## src/common/spi_port_pkg.sv

```systemverilog
// Constants, register map and types of the serial port
// Assumes a 32-bit AXI4-Lite register bus and a single 125 MHz clock
package spi_port_pkg;

    // ----------------------------------------------------------------
    // Register byte offsets
    // ----------------------------------------------------------------
    localparam logic [3:0] OFS_STATUS  = 4'h0;
    localparam logic [3:0] OFS_CONTROL = 4'h4;
    localparam logic [3:0] OFS_BUFFER  = 4'h8;
    localparam logic [3:0] OFS_IRQ     = 4'hC;

    // ----------------------------------------------------------------
    // Field positions
    // ----------------------------------------------------------------
    localparam int ST_ENABLE    = 15;
    localparam int ST_IDLE_STOP = 13;
    localparam int ST_OVERRUN   = 6;
    localparam int ST_TX_FULL   = 1;
    localparam int ST_RX_FULL   = 0;
    localparam int CT_FRAMED    = 14;
    localparam int CT_FS_DIR    = 13;
    localparam int CT_SDO_DIS   = 11;
    localparam int CT_WIDTH16   = 10;
    localparam int CT_EDGE      = 8;
    localparam int CT_SEL_CTL   = 7;
    localparam int CT_IDLE_POL  = 6;
    localparam int CT_MASTER    = 5;
    localparam int CT_SPRE_LSB  = 2;
    localparam int CT_PPRE_LSB  = 0;
    localparam int IR_FLAG      = 0;
    localparam int IR_ENABLE    = 1;

    // ----------------------------------------------------------------
    // Reset values and counts
    // ----------------------------------------------------------------
    localparam logic [15:0] CONTROL_RESET = 16'h0000;
    localparam logic [15:0] BUFFER_RESET  = 16'h0000;
    localparam logic [3:0]  LAST_BIT_8    = 4'h7;
    localparam logic [3:0]  LAST_BIT_16   = 4'hF;
    localparam int          BASE_DIV      = 4;
    localparam logic [1:0]  RESP_OKAY     = 2'h0;
    localparam logic [1:0]  RESP_SLVERR   = 2'h2;

    typedef enum logic [1:0] {ST_IDLE, ST_FRAME, ST_SHIFT, ST_TAIL} xfer_state_t;

endpackage : spi_port_pkg

```

## src/design/spi_master_slave_port.sv

```systemverilog
// Serial peripheral port, clock master or slave, behind AXI4-Lite
// Assumes pins come from outside the clock domain; sleep/idle from core logic
//
// The implementer's own choices: the placing of the registers and the AXI4-Lite register port.
module spi_master_slave_port #(
    parameter int ADDR_W = 4
) (
    input  wire logic              aclk,
    input  wire logic              aresetn,
    input  wire logic [ADDR_W-1:0] awaddr,
    input  wire logic [2:0]        awprot,
    input  wire logic              awvalid,
    output logic                   awready,
    input  wire logic [31:0]       wdata,
    input  wire logic [3:0]        wstrb,
    input  wire logic              wvalid,
    output logic                   wready,
    output logic [1:0]             bresp,
    output logic                   bvalid,
    input  wire logic              bready,
    input  wire logic [ADDR_W-1:0] araddr,
    input  wire logic [2:0]        arprot,
    input  wire logic              arvalid,
    output logic                   arready,
    output logic [31:0]            rdata,
    output logic [1:0]             rresp,
    output logic                   rvalid,
    input  wire logic              rready,
    input  wire logic              sleep_mode,
    input  wire logic              cpu_idle,
    input  wire logic              shift_clock_pin_i,
    output logic                   shift_clock_pin_o,
    output logic                   shift_clock_pin_oe,
    input  wire logic              serial_in_pin,
    output logic                   serial_out_pin_o,
    output logic                   serial_out_pin_oe,
    input  wire logic              slave_select_pin_i,
    output logic                   slave_select_pin_o,
    output logic                   slave_select_pin_oe,
    output logic                   port_irq
);

    if (ADDR_W < 4)
    begin : g_bad_addr_w
        $error("ADDR_W must be at least 4");
    end

    typedef struct packed {
        logic                      awready;
        logic                      wready;
        logic                      bvalid;
        logic                      arready;
        logic                      rvalid;
        logic                      aw_ok;
        logic                      w_ok;
        logic                      aw_bad;
        logic [1:0]                aw_idx;
        logic [15:0]               wd;
        logic [1:0]                ws;
        logic [1:0]                bresp;
        logic [1:0]                rresp;
        logic [15:0]               rdata;
        logic                      en;
        logic                      idle_stop;
        logic                      ovr;
        logic                      tbf;
        logic                      rbf;
        logic                      irq_flag;
        logic                      irq_en;
        logic                      irq;
        logic [15:0]               ctl;
        logic [15:0]               txb;
        logic [15:0]               rxb;
        logic [15:0]               sr;
        logic [3:0]                cnt;
        spi_port_pkg::xfer_state_t st;
        logic                      sck_o;
        logic                      sck_oe;
        logic                      sdo_o;
        logic                      sdo_oe;
        logic                      ss_o;
        logic                      ss_oe;
        logic                      armed;
        logic                      sck_a;
        logic                      sck_b;
        logic                      sck_c;
        logic                      sdi_a;
        logic                      sdi_b;
        logic                      ss_a;
        logic                      ss_b;
    } port_state_t;

    localparam port_state_t RESET_STATE = '{
        ctl:     spi_port_pkg::CONTROL_RESET,
        txb:     spi_port_pkg::BUFFER_RESET,
        rxb:     spi_port_pkg::BUFFER_RESET,
        st:      spi_port_pkg::ST_IDLE,
        default: '0
    };

    port_state_t r;
    port_state_t next_r;
    logic        tick;
    logic        master;
    logic        framed;
    logic        fs_in;
    logic        cke;
    logic        clock_idle_polarity;
    logic        width16;
    logic [3:0]  last;

    assign master  = r.ctl[spi_port_pkg::CT_MASTER];
    assign framed  = r.ctl[spi_port_pkg::CT_FRAMED];
    assign fs_in   = r.ctl[spi_port_pkg::CT_FS_DIR];
    assign cke     = r.ctl[spi_port_pkg::CT_EDGE];
    assign clock_idle_polarity     = r.ctl[spi_port_pkg::CT_IDLE_POL];
    assign width16 = r.ctl[spi_port_pkg::CT_WIDTH16];
    assign last    = width16 ? spi_port_pkg::LAST_BIT_16 : spi_port_pkg::LAST_BIT_8;

    function automatic logic [15:0] merge16(input logic [15:0] old,
                                            input logic [15:0] d,
                                            input logic [1:0]  s);
        merge16 = {s[1] ? d[15:8] : old[15:8], s[0] ? d[7:0] : old[7:0]};
    endfunction : merge16

    // ----------------------------------------------------------------
    // Master shift clock prescaler
    // ----------------------------------------------------------------
    spi_shift_clock_divider #(
        .CNT_W (11)
    ) u_div (
        .aclk               (aclk),
        .aresetn            (aresetn),
        .run                (r.st != spi_port_pkg::ST_IDLE),
        .restart            (r.st == spi_port_pkg::ST_IDLE),
        .primary_prescale   (r.ctl[spi_port_pkg::CT_PPRE_LSB +: 2]),
        .secondary_prescale (r.ctl[spi_port_pkg::CT_SPRE_LSB +: 3]),
        .tick               (tick)
    );

    // ----------------------------------------------------------------
    // Next state
    // ----------------------------------------------------------------
    always_comb
    begin
        logic [15:0] sw;
        logic [15:0] wv;
        logic        wr_go;
        logic        active;
        logic        port_reset;
        logic        edge_hit;
        logic        lead;
        logic        done;
        logic        sel;
        logic        sck_edge;
        logic        tx_wr;
        sw = '0;
        wv = '0;
        wr_go = 1'b0;
        active = 1'b0;
        port_reset = 1'b0;
        edge_hit = 1'b0;
        lead = 1'b0;
        done = 1'b0;
        sel = 1'b0;
        sck_edge = 1'b0;
        tx_wr = 1'b0;
        next_r = r;

        next_r.sck_a = shift_clock_pin_i;
        next_r.sck_b = r.sck_a;
        next_r.sck_c = r.sck_b;
        next_r.sdi_a = serial_in_pin;
        next_r.sdi_b = r.sdi_a;
        next_r.ss_a = slave_select_pin_i;
        next_r.ss_b = r.ss_a;

        sw[spi_port_pkg::ST_ENABLE] = r.en;
        sw[spi_port_pkg::ST_IDLE_STOP] = r.idle_stop;
        sw[spi_port_pkg::ST_OVERRUN] = r.ovr;
        sw[spi_port_pkg::ST_TX_FULL] = r.tbf;
        sw[spi_port_pkg::ST_RX_FULL] = r.rbf;

        // Register read; a buffer read empties the receive side
        if (r.rvalid && rready)
            next_r.rvalid = 1'b0;
        if (r.arready && arvalid)
        begin
            next_r.rvalid = 1'b1;
            next_r.rresp = spi_port_pkg::RESP_OKAY;
            next_r.rdata = '0;
            if ((araddr >> 4) != '0)
                next_r.rresp = spi_port_pkg::RESP_SLVERR;
            else
                unique case ({araddr[3:2], 2'b00})
                    spi_port_pkg::OFS_STATUS:  next_r.rdata = sw;
                    spi_port_pkg::OFS_CONTROL: next_r.rdata = r.ctl;
                    spi_port_pkg::OFS_BUFFER:
                    begin
                        next_r.rdata = r.rxb;
                        next_r.rbf = 1'b0;
                        next_r.ovr = 1'b0;
                    end
                    spi_port_pkg::OFS_IRQ:
                    begin
                        next_r.rdata[spi_port_pkg::IR_FLAG] = r.irq_flag;
                        next_r.rdata[spi_port_pkg::IR_ENABLE] = r.irq_en;
                    end
                endcase
        end

        // Register write; address and data taken in either order
        if (r.awready && awvalid)
        begin
            next_r.aw_ok = 1'b1;
            next_r.aw_idx = awaddr[3:2];
            next_r.aw_bad = (awaddr >> 4) != '0;
        end
        if (r.wready && wvalid)
        begin
            next_r.w_ok = 1'b1;
            next_r.wd = wdata[15:0];
            next_r.ws = wstrb[1:0];
        end
        if (r.bvalid && bready)
            next_r.bvalid = 1'b0;
        wr_go = r.aw_ok && r.w_ok && !r.bvalid;
        if (wr_go)
        begin
            next_r.aw_ok = 1'b0;
            next_r.w_ok = 1'b0;
            next_r.bvalid = 1'b1;
            next_r.bresp = r.aw_bad ? spi_port_pkg::RESP_SLVERR : spi_port_pkg::RESP_OKAY;
        end
        if (wr_go && !r.aw_bad)
            unique case ({r.aw_idx, 2'b00})
                spi_port_pkg::OFS_STATUS:
                begin
                    wv = merge16(sw, r.wd, r.ws);
                    next_r.en = wv[spi_port_pkg::ST_ENABLE];
                    next_r.idle_stop = wv[spi_port_pkg::ST_IDLE_STOP];
                    if (!wv[spi_port_pkg::ST_OVERRUN])
                        next_r.ovr = 1'b0;
                end
                spi_port_pkg::OFS_CONTROL:
                begin
                    wv = merge16(r.ctl, r.wd, r.ws);
                    next_r.ctl = wv;
                    port_reset = wv[spi_port_pkg::CT_WIDTH16] != width16;
                end
                spi_port_pkg::OFS_BUFFER:
                begin
                    next_r.txb = merge16(r.txb, r.wd, r.ws);
                    next_r.tbf = 1'b1;
                    tx_wr = 1'b1;
                end
                spi_port_pkg::OFS_IRQ:
                begin
                    if (r.ws[0] && r.wd[spi_port_pkg::IR_FLAG])
                        next_r.irq_flag = 1'b0;
                    if (r.ws[0])
                        next_r.irq_en = r.wd[spi_port_pkg::IR_ENABLE];
                end
            endcase

        active = r.en && !sleep_mode && !(cpu_idle && r.idle_stop);

        // ------------------------------------------------------------
        // Master sequencing, clocks from the prescaler
        // ------------------------------------------------------------
        if (active && master && !port_reset)
            unique case (r.st)
                spi_port_pkg::ST_IDLE:
                begin
                    next_r.sck_o = clock_idle_polarity;
                    if (r.tbf && !r.ovr && (!framed || !fs_in || r.ss_b))
                    begin
                        next_r.sr = r.txb;
                        next_r.tbf = tx_wr;
                        next_r.cnt = '0;
                        next_r.sdo_o = r.txb[last];
                        next_r.ss_o = framed && !fs_in;
                        next_r.st = (framed && !fs_in) ? spi_port_pkg::ST_FRAME
                                                       : spi_port_pkg::ST_SHIFT;
                    end
                end
                spi_port_pkg::ST_FRAME:
                    if (tick)
                    begin
                        next_r.sck_o = !r.sck_o;
                        if (r.sck_o != clock_idle_polarity)
                        begin
                            next_r.ss_o = 1'b0;
                            next_r.st = spi_port_pkg::ST_SHIFT;
                        end
                    end
                spi_port_pkg::ST_SHIFT:
                    if (tick)
                    begin
                        next_r.sck_o = !r.sck_o;
                        edge_hit = 1'b1;
                        lead = r.sck_o == clock_idle_polarity;
                    end
                spi_port_pkg::ST_TAIL:
                    if (tick)
                    begin
                        next_r.sck_o = clock_idle_polarity;
                        next_r.st = spi_port_pkg::ST_IDLE;
                    end
            endcase

        // ------------------------------------------------------------
        // Slave sequencing, clocks from the pin
        // ------------------------------------------------------------
        sel = framed || !r.ctl[spi_port_pkg::CT_SEL_CTL] || !r.ss_b;
        sck_edge = r.sck_b != r.sck_c;
        if (active && !master && !port_reset)
        begin
            if (!sel)
            begin
                next_r.cnt = '0;
                next_r.armed = 1'b0;
            end
            else if (sck_edge && !r.ovr)
            begin
                if (framed && !r.armed && r.cnt == '0)
                begin
                    if (r.sck_b != clock_idle_polarity)
                    begin
                        next_r.armed = fs_in ? r.ss_b : 1'b1;
                        next_r.ss_o = !fs_in;
                    end
                end
                else
                begin
                    edge_hit = 1'b1;
                    lead = r.sck_b != clock_idle_polarity;
                    if (lead)
                        next_r.ss_o = 1'b0;
                end
            end
            else if (r.cnt == '0 && r.tbf)
            begin
                next_r.sr = r.txb;
                next_r.tbf = tx_wr;
                next_r.sdo_o = r.txb[last];
            end
        end

        // ------------------------------------------------------------
        // Shared shifter: sample on one transition, drive on the other
        // ------------------------------------------------------------
        if (edge_hit)
        begin
            if (lead == cke)
            begin
                next_r.sr = {r.sr[14:0], r.sdi_b};
                done = r.cnt == last;
                next_r.cnt = done ? 4'h0 : r.cnt + 4'h1;
            end
            else
            begin
                next_r.sdo_o = r.sr[last];
            end
        end
        if (done)
        begin
            next_r.irq_flag = 1'b1;
            next_r.armed = 1'b0;
            if (master)
                next_r.st = lead ? spi_port_pkg::ST_TAIL : spi_port_pkg::ST_IDLE;
            if (next_r.rbf)
                next_r.ovr = 1'b1;
            else
            begin
                next_r.rxb = width16 ? next_r.sr : {8'h00, next_r.sr[7:0]};
                next_r.rbf = 1'b1;
            end
        end

        // Disable, sleep and width change abort; registers kept, except that a width change also clears the full and overrun flags
        if (!r.en || sleep_mode || port_reset)
        begin
            next_r.st = spi_port_pkg::ST_IDLE;
            next_r.cnt = '0;
            next_r.armed = 1'b0;
            next_r.ss_o = 1'b0;
            next_r.sck_o = next_r.ctl[spi_port_pkg::CT_IDLE_POL];
        end
        if (port_reset)
        begin
            next_r.tbf = 1'b0;
            next_r.rbf = 1'b0;
            next_r.ovr = 1'b0;
        end

        next_r.sck_oe = r.en && master;
        next_r.sdo_oe = r.en && !r.ctl[spi_port_pkg::CT_SDO_DIS] && (master || sel);
        next_r.ss_oe = r.en && framed && !fs_in;
        next_r.irq = next_r.irq_flag && next_r.irq_en;
        next_r.awready = !next_r.aw_ok && !next_r.bvalid;
        next_r.wready = !next_r.w_ok && !next_r.bvalid;
        next_r.arready = !next_r.rvalid;
    end

    always_ff @(posedge aclk)
    begin
        if (!aresetn)
            r <= RESET_STATE;
        else
            r <= next_r;
    end

    // ----------------------------------------------------------------
    // Outputs
    // ----------------------------------------------------------------
    assign awready             = r.awready;
    assign wready              = r.wready;
    assign bresp               = r.bresp;
    assign bvalid              = r.bvalid;
    assign arready             = r.arready;
    assign rdata               = {16'h0000, r.rdata};
    assign rresp               = r.rresp;
    assign rvalid              = r.rvalid;
    assign shift_clock_pin_o   = r.sck_o;
    assign shift_clock_pin_oe  = r.sck_oe;
    assign serial_out_pin_o    = r.sdo_o;
    assign serial_out_pin_oe   = r.sdo_oe;
    assign slave_select_pin_o  = r.ss_o;
    assign slave_select_pin_oe = r.ss_oe;
    assign port_irq            = r.irq;

endmodule : spi_master_slave_port

```

## src/design/spi_shift_clock_divider.sv

```systemverilog
// Half-period tick generator for the master shift clock
// Assumes one clock; tick is a one-cycle enable pulse
module spi_shift_clock_divider #(
    parameter int CNT_W = 11
) (
    input  wire logic       aclk,
    input  wire logic       aresetn,
    input  wire logic       run,
    input  wire logic       restart,
    input  wire logic [1:0] primary_prescale,
    input  wire logic [2:0] secondary_prescale,
    output logic            tick
);

    if (CNT_W < 11)
    begin : g_bad_cnt_w
        $error("CNT_W too small for largest divide");
    end

    typedef struct packed {
        logic [CNT_W-1:0] cnt;
        logic             tick;
    } div_state_t;

    div_state_t r;
    div_state_t next_r;
    logic [CNT_W-1:0] limit;
    logic [CNT_W-1:0] pdiv;
    logic [CNT_W-1:0] sdiv;

    // ----------------------------------------------------------------
    // Base rate is one quarter of the clock, then two prescalers
    // ----------------------------------------------------------------
    always_comb
    begin
        next_r = r;
        pdiv = CNT_W'(1) << (2 * (3 - primary_prescale));
        sdiv = CNT_W'(8 - secondary_prescale);
        limit = CNT_W'((spi_port_pkg::BASE_DIV / 2) * pdiv * sdiv - 1);
        next_r.tick = 1'b0;
        if (restart)
        begin
            next_r.cnt = '0;
        end
        else if (run)
        begin
            if (r.cnt >= limit)
            begin
                next_r.cnt = '0;
                next_r.tick = 1'b1;
            end
            else
            begin
                next_r.cnt = r.cnt + CNT_W'(1);
            end
        end
    end

    always_ff @(posedge aclk)
    begin
        if (!aresetn)
            r <= '0;
        else
            r <= next_r;
    end

    assign tick = r.tick;

endmodule : spi_shift_clock_divider

```

## config.mk

```make
export PLATFORM = sky130hd
export DESIGN_NAME = spi_master_slave_port
export DESIGN_NICKNAME = d
export VERILOG_FILES = /design/src/common/spi_port_pkg.sv /design/src/design/spi_master_slave_port.sv /design/src/design/spi_shift_clock_divider.sv
export SDC_FILE = /design/constraint.sdc
export NUM_CORES = 1
export LEC_CHECK = 0
export ABC_AREA = 1
export ABC_CLOCK_PERIOD_IN_PS = 8400
export BUFFER_PORTS_ARGS = -buffer_cell sky130_fd_sc_hd__buf_2
export CAP_MARGIN = 10
export CORE_AREA = 5 5 125 127
export CTS_BUF_LIST = sky130_fd_sc_hd__clkbuf_4
export CTS_CLUSTER_SIZE = 25
export DETAILED_ROUTE_END_ITERATION = 16
export DIE_AREA = 0 0 130 132
export HOLD_SLACK_MARGIN = 0.03
export PLACE_DENSITY = 0.72
export SYNTH_ARGS = -nofsm -noshare
export SYNTH_HDL_FRONTEND = slang
export SYNTH_SLANG_ARGS = --single-unit
```

## constraint.sdc

```tcl
create_clock -name aclk -period 8.4 [get_ports aclk]
set_input_delay 0.84 -clock aclk [delete_from_list [all_inputs] [get_ports aclk]]
set_output_delay 0.84 -clock aclk [all_outputs]
set_load 0.05 [all_outputs]
```

# Word-level counts from Yosys, hierarchy flattened
# Index checks and enable logic that the tools add are counted.
# word_totals
ff_bits,147
inputBits,62
# op_classes
add_sub_neg,5
bitwise,3
magnitude_cmp,2
n_mul,1
eq_ne,22
muxes,114
shift,1
reduce_logical,75
# op_table
operator,count
$mux 16,5
$mux 20,4
$mux 1,73
$mux 23,2
$pmux 14 s3,1
$shl 1x32->11 const A,1
$logic_and 1x1->1,30
$mux 22,1
$mux 7,3
$mux 2,10
$logic_not 1->1,18
$mux 8,2
$reduce_and 3->1,5
$eq 2x2->1 const B,6
$mux 4,3
$add 11x1->11 const B,1
$ge 11x11->1,1
$mul 11x11->10,1
$mux 11,1
$sub 11x1->11 const B,1
$mux 3,3
$ne 3x2->1 const B,3
$bmux 1 s4,2
$pmux 2 s4,1
other kinds (21),45

# Depth between registers and ports, before layout
# Gate-level depths: netlist of the first run.
# depth
word_depth,16
ltp_mapped,22

# Modules after synthesis
# Synthesis of the first run repeated with hierarchy kept, for this count alone.
# unflattened
hier_cells,1079
hier_area_um2,7674.9
# by_module_without_submodules
module,area_each_um2,cells_each,n_inst
spi_master_slave_port,6159.7,850,1
spi_shift_clock_divider,1515.2,229,1

# Worst setup path after synthesis of the first run
# OpenSTA, ideal clock, no wires.
# synth_timing
path_type,reg-to-reg
start,register r[70] (netlist bit)
end,register u_div.r[5] (netlist bit)
n_path_buf,1
setup_slack_ps,4493
arrival_time_ps,3827
required_ps,8320
period_less_slack_ps,3907
path_stages_with_launch,21
cell_sequence,dfxtp_1 inv_1 ha_1 inv_1 nor2_1 ha_1 ha_1 ha_1 fa_1 ha_1 a31oi_1 xor2_1 nand2_1 xor2_1 ha_1 nand2_1 nor2_1 a211oi_1 nand4_1 clkbuf_1 nor3b_1
# synth_between
elab_chain_len,5
# synth_lines
item,line,text
"start, declared",spi_master_slave_port.sv:101,port_state_t r;
"start signal, assigned",spi_master_slave_port.sv:411,r <= next_r;
$sub 4x3->5,spi_shift_clock_divider.sv:38,sdiv = CNT_W'(8 - secondary_prescale);
$mul 11x11->10,spi_shift_clock_divider.sv:39,limit = CNT_W'((spi_port_pkg::BASE_DIV / 2) * pdiv * sdiv - 1);
$sub 11x1->11,spi_shift_clock_divider.sv:39,
$ge 11x11->1,spi_shift_clock_divider.sv:47,if (r.cnt >= limit)
$mux 11,spi_shift_clock_divider.sv:47,
"end signal, assigned",spi_shift_clock_divider.sv:64,r <= next_r;
"end, declared",spi_shift_clock_divider.sv:25,div_state_t r;
# No other way between the ends.
# A chain may end at the register's enable or synchronous reset.

# Worst setup path after layout of the first run
# layout_timing
start,register r[70] (netlist bit)
end,register u_div.r[4] (netlist bit)
# The elaborated chain is that of the path after synthesis.

==> flow_summary.toml, run 1 <==
[sta]
drv_slew = 0
fin_crit_ns = 4.63
setup_viol = 0
finalClockSkew_ns = 0.0220
final.setup.tns_ns = 0
worst_slew_margin_rel_pct = 35.9
final_hold_viol_count = 0
rsz0062_at_grt = "false"
tightest_slew_ns = 0.958
fin_crit_sh_pct = 55.1
clock.fmax_mhz = 216
whs_ns = 0.424

[detailed_routing]
wl_mm = 16.5
antenna_left = 0
via_per_inst = 5.04
drt_iter0_markers = 481
vias = 6129
drc = 0
routedWlPerCell_um = 13.5
first_pass_iters = 6

[clock_network]
postCtsHoldBufs = 0
cts-root-buf = "clkbuf_4"
clock_sinks = 147
clockBufferDepth = 2
numCtsBuffers = 17
cts_resized = 0
path_clk_slew_ns = 0.12
h-tree-depth = 4
cts_tree = "built"
insertion_delay_ns = 0.54
post_cts.repair.setup_buffers = 0

[critical_path]
crit_top_cell = "ha_1"
critical_path.top_delay_family = "adder cells"
crit_path_end_kind = "flop"
crit_arrival_ns = 5.09
worstPathRequired_ns = 8.86
start_kind = "flop"
cp_slowest_cell = "fa_1"
max_stage_delay_ns = 0.53
cp_cell_sequence = "inv_1 -> ha_1 -> inv_1 -> nor2_1 -> ha_1 -> ha_1 -> ha_1 -> fa_1 -> a21boi_0 -> xor2_1 -> nor2_1 -> nand2_1 -> xor2_1 -> ha_1 -> nand2_1 -> nor2_1 -> a211oi_1 -> nand4_1 -> nor3b_1"
cp_num_buf_inv = 2
path_class = "reg2reg"
worstPathMaxFanout = 11

[global_routing]
antenna_found_initial = 0
grt_max_degree = 88
grt_pass1_vias = 5558
grt_pass1_wl_mm = 27.4
grt-ovfl-total = 0
grtUsageTotal_pct = 19.7

[power]
power_leakage_uw = 0.00348
ir_drop_uv = 136
power_density_nw_per_um2 = 161

[floorplan]
coreArea_sq_um = 14300
dieArea_sq_um = 17200
boundaryPins = 110
die_y_um = 132
start_util_pct = 50.4
die_x_um = 130
rows = 44

[placed_design]
hpwl_mm = 12.1
gp_congestion = 0.921
port_buffers = 61

[synthesis]
avgSynthCellArea_sq_um = 7.33
yosysSeqAreaShare_pct = 40.8
synthCells = 984
synth-seq-cells = 147
netlist_area_sq_um = 7220
ys_types = 45
yosysWarningCount = 0

[layout]
fillers = 1438
multi_input_area_sq_um = 3550
syn2layout_area_growth_pct = 6.57
nets = 1113
final-seq-area_sq_um = 2940
antenna_cells = 0
drive_gt1_share_pct = 12.0

[flow_run]
max_cap_violations = 0

[status]
outcome = "complete, no violations"

[hold_path]
holdCritPathClass = "reg2reg"
## power by group
part           total, uW  internal, uW  leakage [uW]  switching (uW)
sequential           718           709       0.00119            8.88
combinational       81.2          17.8       0.00214            63.4
clock                439           192      0.000152             247
total               1240           919       0.00348             319
## stage by stage
stage | instances | utilization [%] | power, uW | area (sq um) | setup slack (ns)
detailed placement | 1185 | 51.8 | 815 | 7420 | 3.73
finish | 1216 | 53.7 | 1240 | 7690 | 3.77
global route | 1216 | 53.7 | 1290 | 7690 | 3.31
CTS | 1216 | 53.7 | 1240 | 7690 | 3.71
global placement | 1185 | 51.8 | 814 | 7420 | 3.88
floorplan | 1003 | - | 801 | 7290 | 4.49
## kinds of logic (layout without fill, tap and decap cells)
| family | Yosys count | count (layout) | share of synthesized area [%] |
|---|---|---|---|
| fa+ha+maj | 31 | 31 | 5.48 |
| other cells | 1 | 20 | 0.0520 |
| xor+xnor | 25 | 25 | 3.03 |
| simple gates | 443 | 443 | 26.7 |
| buf+inv | 164 | 193 | 11.0 |
| flops | 147 | 147 | 40.8 |
| compound gates | 173 | 173 | 13.0 |
## registers in the layout, indices dropped and copies added (netlist names), 4 cells and up
name,cells
rdata,16
u_div.r,11
r,98
next_r,4
## placed cells by master, fill, tap and decap left out, types with 9 or more instances in the layout
cell	count
dfxtp_1	147
a21oi_1	51
nand2_2	9
xor2_1	17
nor2_1	157
buf_2	61
nand2_1	189
nor3_1	10
clkbuf_4	22
o21ai_0	83
a31oi_1	14
nand3_1	44
inv_1	96
conb_1	20
ha_1	30
## cells in the mapped netlist (all sizes together)
cell | number | area share [%]
nand4 | 8 | 0.69
o31ai | 2 | 0.21
or2 | 1 | 0.087
a211oi | 5 | 0.52
nor4 | 1 | 0.087
a21oi | 53 | 3.8
nor3 | 10 | 0.69
xnor2 | 8 | 0.97
o211ai | 3 | 0.31
a32o | 1 | 0.14
clkbuf | 15 | 0.78
conb | 1 | 0.052
fa | 1 | 0.28
buf | 49 | 4.9
xor2 | 17 | 2.1
ha | 30 | 5.2
o22ai | 1 | 0.087
nor2 | 167 | 9.6
inv | 100 | 5.2
a21o | 1 | 0.10
o2111ai | 1 | 0.12
nand2 | 201 | 11
a21boi | 2 | 0.21
o21a | 1 | 0.10
a31oi | 14 | 1.2
o21ai | 88 | 6.1
dfxtp | 147 | 41
nand3 | 47 | 3.6
a311oi | 1 | 0.12
nor3b | 4 | 0.42
nand3b | 4 | 0.42
## cell type report
| cell class | instances | share of cell area (%) |
|---|---|---|
| clock buffers | 22 | 2.15 |
| clock inverters | 9 | 1.40 |
| inverters | 100 | 4.91 |
| multi-input cells | 692 | 46.2 |
| flip-flops and latches | 147 | 38.3 |
| well taps | 184 | 2.99 |
| repair buffers | 62 | 4.07 |
## layer usage
| metal | GRT usage [%] | share of wire, % | vias to the layer above |
|---|---|---|---|
| li1 | - | - | 3205 |
| met1 | 30.8 | 52 | 2729 |
| met2 | 27.1 | 40 | 177 |
| met3 | 4.58 | 6.8 | 18 |
| met4 | 4.85 | 1.5 | 0 |
| met5 | 0 | 0 | - |
## worst min-delay path, cell delays in order, from the launching register on
cell     delay (ns)
dfxtp_1        0.31
nand2_1        0.05
inv_1          0.03
## worst paths after layout
kind | start | to | slack [ns] | depth (start not counted)
min | next_r[0]$_SDFF_PN0_ | r[0]$_SDFF_PN0_ | 0.42 | 2
max reg2reg | r[70]$_SDFFE_PN0P_ | u_div.r[4]$_SDFFE_PP0N_ | 3.77 | 19
min reg2reg | next_r[0]$_SDFF_PN0_ | r[0]$_SDFF_PN0_ | 0.42 | 2
max | r[70]$_SDFFE_PN0P_ | u_div.r[4]$_SDFFE_PP0N_ | 3.77 | 19
Power figures use the tool's default switching activity.
==> run 2, diff against run 1 <==
--- a/config.mk
+++ b/config.mk
@@ -6,7 +6,7 @@
 export NUM_CORES = 1
 export LEC_CHECK = 0
 export ABC_AREA = 1
-export ABC_CLOCK_PERIOD_IN_PS = 8400
+export ABC_CLOCK_PERIOD_IN_PS = 4550
 export BUFFER_PORTS_ARGS = -buffer_cell sky130_fd_sc_hd__buf_2
 export CAP_MARGIN = 10
 export CORE_AREA = 5 5 125 127
==> constraint.sdc (replaced) <==
create_clock -name aclk -period 4.55 [get_ports aclk]
set_input_delay 0.455 -clock aclk [delete_from_list [all_inputs] [get_ports aclk]]
set_output_delay 0.455 -clock aclk [all_outputs]
set_load 0.05 [all_outputs]
==> flow_summary.toml, run 2 (synthesized netlist as in run 1, its figures left out) <==
[critical_path]
cp_slowest_cell = "dfxtp_1"
critical_path.top_delay_family = "adder cells"
crit_arrival_ns = 4.74
r2r-end = "u_div.r[11]$_SDFFE_PP0N_"
cp_num_buf_inv = 4
crit_end = "u_div.r[11]$_SDFFE_PP0N_"
crit_cells = 21
cp_cell_sequence = "inv_1 -> ha_1 -> inv_1 -> nor2_1 -> ha_1 -> ha_1 -> ha_1 -> fa_1 -> ha_1 -> a31oi_1 -> xor2_1 -> nand2_1 -> xor2_1 -> ha_1 -> nand2_1 -> nor2_1 -> a211oi_1 -> nand4_1 -> buf_4 -> buf_4 -> nor2_1"
path_class = "reg2reg"
crit_start = "r[70]$_SDFFE_PN0P_"
start_kind = "flop"
max_stage_delay_ns = 0.37
r2r_slack_ns = 0.32
r2r_start = "r[70]$_SDFFE_PN0P_"
worstPathMaxFanout = 6
crit_path_end_kind = "flop"
crit_top_cell = "ha_1"
reg2reg_depth = 21
worstPathRequired_ns = 5.06

[flow_run]
max_cap_violations = 0

[clock_network]
cts_tree = "built"
clock_sinks = 147
cts-root-buf = "clkbuf_4"
clockBufferDepth = 2
insertion_delay_ns = 0.57
h-tree-depth = 4
numCtsBuffers = 17
path_clk_slew_ns = 0.13

[power]
power_density_nw_per_um2 = 301
power_leakage_uw = 0.00354
ir_drop_uv = 217

[sta]
drv_slew = 0
finalClockSkew_ns = 0.0173
fin_crit_sh_pct = 93.0
clock.fmax_mhz = 236
tightest_slew_ns = 0.899
worst_slew_margin_rel_pct = 39.8
final_hold_viol_count = 0
setup_viol = 0
fin_crit_ns = 4.23
rsz0062_at_grt = "false"
final.setup.tns_ns = 0

[global_routing]
grt_max_degree = 87
grt_pass1_vias = 5468
antenna_found_initial = 1
grtUsageTotal_pct = 19.7
grt_pass1_wl_mm = 26.9
grt-ovfl-total = 0

[floorplan]
die_x_um = 130
rows = 44
boundaryPins = 110
dieArea_sq_um = 17200
coreArea_sq_um = 14300
die_y_um = 132
start_util_pct = 50.4

[layout]
nets = 1122
final_common_cell = "nand2_1"
largest_reg_flops = 98
layout_common_cells = "189 x nand2_1, 157 x nor2_1, 147 x dfxtp_1"
fillers = 1443
stdcell_count = 1228
drive_gt1_share_pct = 12.5
syn2layout_area_growth_pct = 8.01
top_register = "r"

[placed_design]
hpwl_mm = 12.3
gp_congestion = 0.900
port_buffers = 61
place_inst = 1190

[hold_path]
worstHoldStart = "wdata[15]"
holdCritPathClass = "in2reg"

[detailed_routing]
antenna_left = 0
via_per_inst = 5.08
drc = 0
first_pass_iters = 5
routedWlPerCell_um = 13.5
drt_iter0_markers = 437
wl_mm = 16.6
vias = 6243

[status]
outcome = "complete, no violations"
## run 2: cell count changes in the layout (fill, tap and decap cells not counted), sizes merged
| cell | previous run | this run |
|---|---|---|
| buf | 62 | 68 |
| bufinv | 2 | 3 |
| clkbuf | 22 | 18 |
| clkinv | 5 | 9 |
| clkinvlp | 1 | 0 |
| diode | 0 | 2 |
| dlygate4sd3 | 0 | 3 |
| inv | 101 | 102 |
## run 2: cell type report
type                            instances  area [sq um]  share of cell area, %
Inverter                              100           378                   4.85
Multi-Input combinational cell        692          3550                   45.6
Antenna cell                            2          5.00                 0.0642
Clock buffer                           18           135                   1.73
Tap cell                              184           230                   2.95
Sequential cell                       147          2940                   37.8
Timing Repair Buffer                   71           388                   4.98
Clock inverter                         14           161                   2.07
## run 2: metal layers
| layer | global-route usage [%] | vias up | routed length (um) |
|---|---|---|---|
| met5 | 0 | - | 0 |
| met4 | 5.72 | 0 | 189 |
| met3 | 5.06 | 15 | 1460 |
| met2 | 27.7 | 204 | 6820 |
| met1 | 29.5 | 2795 | 8110 |
| li1 | - | 3229 | - |
## run 2: repair_timing
action,CTS,global route
gates resized for setup,0,1
setup endpoints to repair,0,8
hold buffers,3,0
hold endpoints to repair,3,0
setup buffers,0,1
## run 2: report_power, final
group	switching [uW]	internal [uW]
clock	479	385
sequential	16.4	1310
combinational	118	34.9
## run 2: worst register-to-register path: stages (launching register included)
cell and delay, ns:
dfxtp_1 0.37, inv_1 0.06, ha_1 0.30, inv_1 0.11, nor2_1 0.06, ha_1 0.20, ha_1 0.20, ha_1 0.20
fa_1 0.36, ha_1 0.33, a31oi_1 0.22, xor2_1 0.23, nand2_1 0.10, xor2_1 0.16, ha_1 0.30, nand2_1 0.08
nor2_1 0.05, a211oi_1 0.28, nand4_1 0.15, buf_4 0.18, buf_4 0.15, nor2_1 0.10
## run 2: through the flow
step                      cell area, sq um  util [%]  worst slack, ns  hold WS (ns)  power, uW
after floorplan                       7290         -            0.643         0.390       1480
after global placement                7450      52.1            0.302         0.398       1500
after detailed placement              7450      52.1            0.201         0.406       1510
after CTS                             7780      54.4            0.176        0.0667       2370
after global routing                  7790      54.4           0.0575        0.0942       2430
final                                 7790      54.4            0.318         0.126       2340
## run 2: worst min-delay path by stage
stage                     slack (ns)  depth (start not counted)                   end
after CTS                       0.07                          3   r[129]$_SDFFE_PN0P_
after floorplan                 0.39                          2  next_r[4]$_SDFF_PN0_
after global placement          0.40                          2       r[0]$_SDFF_PN0_
after global routing            0.09                          3   r[125]$_SDFFE_PN0P_
after detailed placement        0.41                          2  next_r[4]$_SDFF_PN0_
final                           0.13                          3   r[129]$_SDFFE_PN0P_
==> run 3, diff against run 2 <==
--- a/config.mk
+++ b/config.mk
@@ -5,17 +5,17 @@
 export SDC_FILE = /design/constraint.sdc
 export NUM_CORES = 1
 export LEC_CHECK = 0
-export ABC_AREA = 1
 export ABC_CLOCK_PERIOD_IN_PS = 4550
 export BUFFER_PORTS_ARGS = -buffer_cell sky130_fd_sc_hd__buf_2
 export CAP_MARGIN = 10
-export CORE_AREA = 5 5 125 127
+export CORE_AREA = 5 5 129 131
 export CTS_BUF_LIST = sky130_fd_sc_hd__clkbuf_4
 export CTS_CLUSTER_SIZE = 25
 export DETAILED_ROUTE_END_ITERATION = 16
-export DIE_AREA = 0 0 130 132
+export DIE_AREA = 0 0 134 136
 export HOLD_SLACK_MARGIN = 0.03
-export PLACE_DENSITY = 0.72
+export PLACE_DENSITY = 0.7
+export SETUP_SLACK_MARGIN = 0.1
 export SYNTH_ARGS = -nofsm -noshare
 export SYNTH_HDL_FRONTEND = slang
 export SYNTH_SLANG_ARGS = --single-unit
==> flow_summary.toml, run 3 <==
[sta]
setup_viol = 0
fin_crit_sh_pct = 92.3
whs_ns = 0.116
tightest_slew_ns = 0.999
fin_crit_ns = 4.20
final_hold_viol_count = 0
worst_slew_margin_rel_pct = 33.3
final.setup.tns_ns = 0
finalClockSkew_ns = 0.0194
drv_slew = 0
clock.fmax_mhz = 238
rsz0062_at_grt = "false"

[synthesis]
synth_xor_area_share_pct = 3.89
yosys.area.top_type = "dfxtp_1"
yosysWarningCount = 0
avgSynthCellArea_sq_um = 9.03
yosysSeqAreaShare_pct = 39.4
synth_ff_type = "dfxtp_1"
async_flop_share_pct = 0
synth-seq-cells = 147
synth_top_area_share_pct = 39.4
ys_types = 61
netlist_area_sq_um = 7460
yosys-top-cells-area = "dfxtp_1 39%, mux2i_1 8.9%, nand2_1 5.4%, ha_1 5.0%, nor2b_1 3.7%"
synth-simple-area-share_pct = 21.3
synthMuxAreaShare_pct = 9.45
synthCells = 827
synth_common_cells = "147 x dfxtp_1, 108 x nand2_1, 66 x mux2i_1"
synth_compound_area_share_pct = 13.6
synth_edf_count = 0
synthAdderAreaFrac_pct = 5.30
yosysMostFrequentCell = "dfxtp_1"
synth_top_family_by_area = "simple AND/OR/NAND/NOR gates"

[clock_network]
clock_sinks = 147
numCtsBuffers = 17
insertion_delay_ns = 0.55
h-tree-depth = 4
path_clk_slew_ns = 0.12
cts-root-buf = "clkbuf_4"
clockBufferDepth = 2
postCtsHoldBufs = 0
cts_tree = "built"

[layout]
drive_gt1_share_pct = 14.9
nets = 948
top_register = "r"
antenna_cells = 0
layout_common_cells = "145 x dfxtp_1, 108 x nand2_1, 66 x mux2i_1"
final_common_cell = "dfxtp_1"
multi_input_area_sq_um = 4160
syn2layout_area_growth_pct = 8.85
final-seq-area_sq_um = 2950
largest_reg_flops = 98
fillers = 1448

[power]
ir_drop_uv = 201
power_density_nw_per_um2 = 308
power_leakage_uw = 0.00341

[floorplan]
rows = 46
boundaryPins = 110
die_y_um = 136
die_x_um = 134
dieArea_sq_um = 18200
coreArea_sq_um = 15500
start_util_pct = 48.2

[hold_path]
holdCritPathClass = "in2reg"
worstHoldStart = "serial_in_pin"

[critical_path]
cp_slowest_cell = "fa_2"
worstPathRequired_ns = 5.03
crit_arrival_ns = 4.68
cp_num_buf_inv = 2
crit_path_end_kind = "flop"
max_stage_delay_ns = 0.57
cp_cell_sequence = "buf_4 -> or3_4 -> nor2_1 -> ha_1 -> ha_1 -> fa_2 -> nor2b_1 -> xor2_1 -> xor2_1 -> ha_1 -> a21o_1 -> a21oi_2 -> nor2b_1 -> or3_1 -> o32a_1 -> buf_6 -> nor2_1"
path_class = "reg2reg"
critical_path.top_delay_family = "adder cells"
r2r_start = "r[70]$_SDFFE_PN0P_"
crit_top_cell = "ha_1"
start_kind = "flop"
crit_start = "r[70]$_SDFFE_PN0P_"
worstPathMaxFanout = 7

[detailed_routing]
antenna_left = 0
first_pass_iters = 4
via_per_inst = 5.38
wl_mm = 16.4
drc = 0
vias = 5688
drt_iter0_markers = 376
routedWlPerCell_um = 15.5

[status]
outcome = "complete, no violations"

[global_routing]
grtUsageTotal_pct = 18.3
grt_pass1_vias = 5196
grt_pass1_wl_mm = 26.6
grt-ovfl-total = 0
grt_max_degree = 109
antenna_found_initial = 0

[placed_design]
hpwl_mm = 12.0
gp_congestion = 0.887
port_buffers = 61

[flow_run]
max_cap_violations = 0
[run 3: cell count changes after synthesis, moves of 19 or more]
| cell | delta |
|---|---|
| nand2_1 | -81 |
| nand3_1 | -19 |
| a21oi_1 | -21 |
| o21ai_0 | -69 |
| a21boi_0 | +26 |
| nor2b_1 | +44 |
| mux2i_1 | +66 |
| nor2_1 | -105 |
| inv_1 | -85 |
| clkbuf_1 | +21 |
[run 3: cell type report]
type | count | share of cell area, %
Clock buffer | 18 | 1.66
Inverter | 11 | 0.508
Tap cell | 192 | 2.96
Multi-Input combinational cell | 605 | 51.2
Sequential cell | 147 | 36.2
Clock inverter | 12 | 2.51
Timing Repair Buffer | 73 | 4.94
[run 3: worst paths after layout]
kind / to / slack (ns) / depth (start not counted)
hold / removal: next_r[2]$_SDFF_PN0_ / 0.12 / 2
setup reg to reg: u_div.r[3]$_SDFFE_PP0N_ / 0.35 / 17
hold reg to reg: next_r[4]$_SDFF_PN0_ / 0.45 / 1
setup / recovery: u_div.r[3]$_SDFFE_PP0N_ / 0.35 / 17
[run 3: cell families after synthesis]
kind of cell    after synthesis
compound gates              140
xor+xnor                     31
fa+ha+maj                    31
buf+inv                      94
flops                       147
mux                          68
other cells                   1
simple gates                315
[run 3: per-layer routing]
metal	track usage, %	share of wire [%]	vias to the layer above	wire, um
met5	0	0	-	0
met1	26.7	50	2616	8260
met2	26.2	42	164	6840
met4	5.77	2.1	0	349
li1	-	-	2891	-
met3	4.77	6.0	17	987
[run 3: repair_timing]
item	in CTS	in global routing
gates resized for setup	1	18
pin swaps	0	4
setup endpoints to repair	1	12
buffers inserted	0	1
[run 3: report_power, final]
group          switching [uW]  internal (uW)
logic                     146           56.9
registers                20.0           1310
clock network             471            494
[run 3: through the flow]
stage	power (uW)	setup slack (ns)	std cells	utilization, %	cell area, sq um
after floorplan	1530	0.456	846	-	7540
after global placement	1560	0.239	1027	49.7	7690
after detailed placement	1560	0.145	1027	49.7	7690
after CTS	2520	0.133	1057	51.9	8030
after global routing	2590	0.0928	1058	52.5	8130
final	2500	0.351	1058	52.5	8130
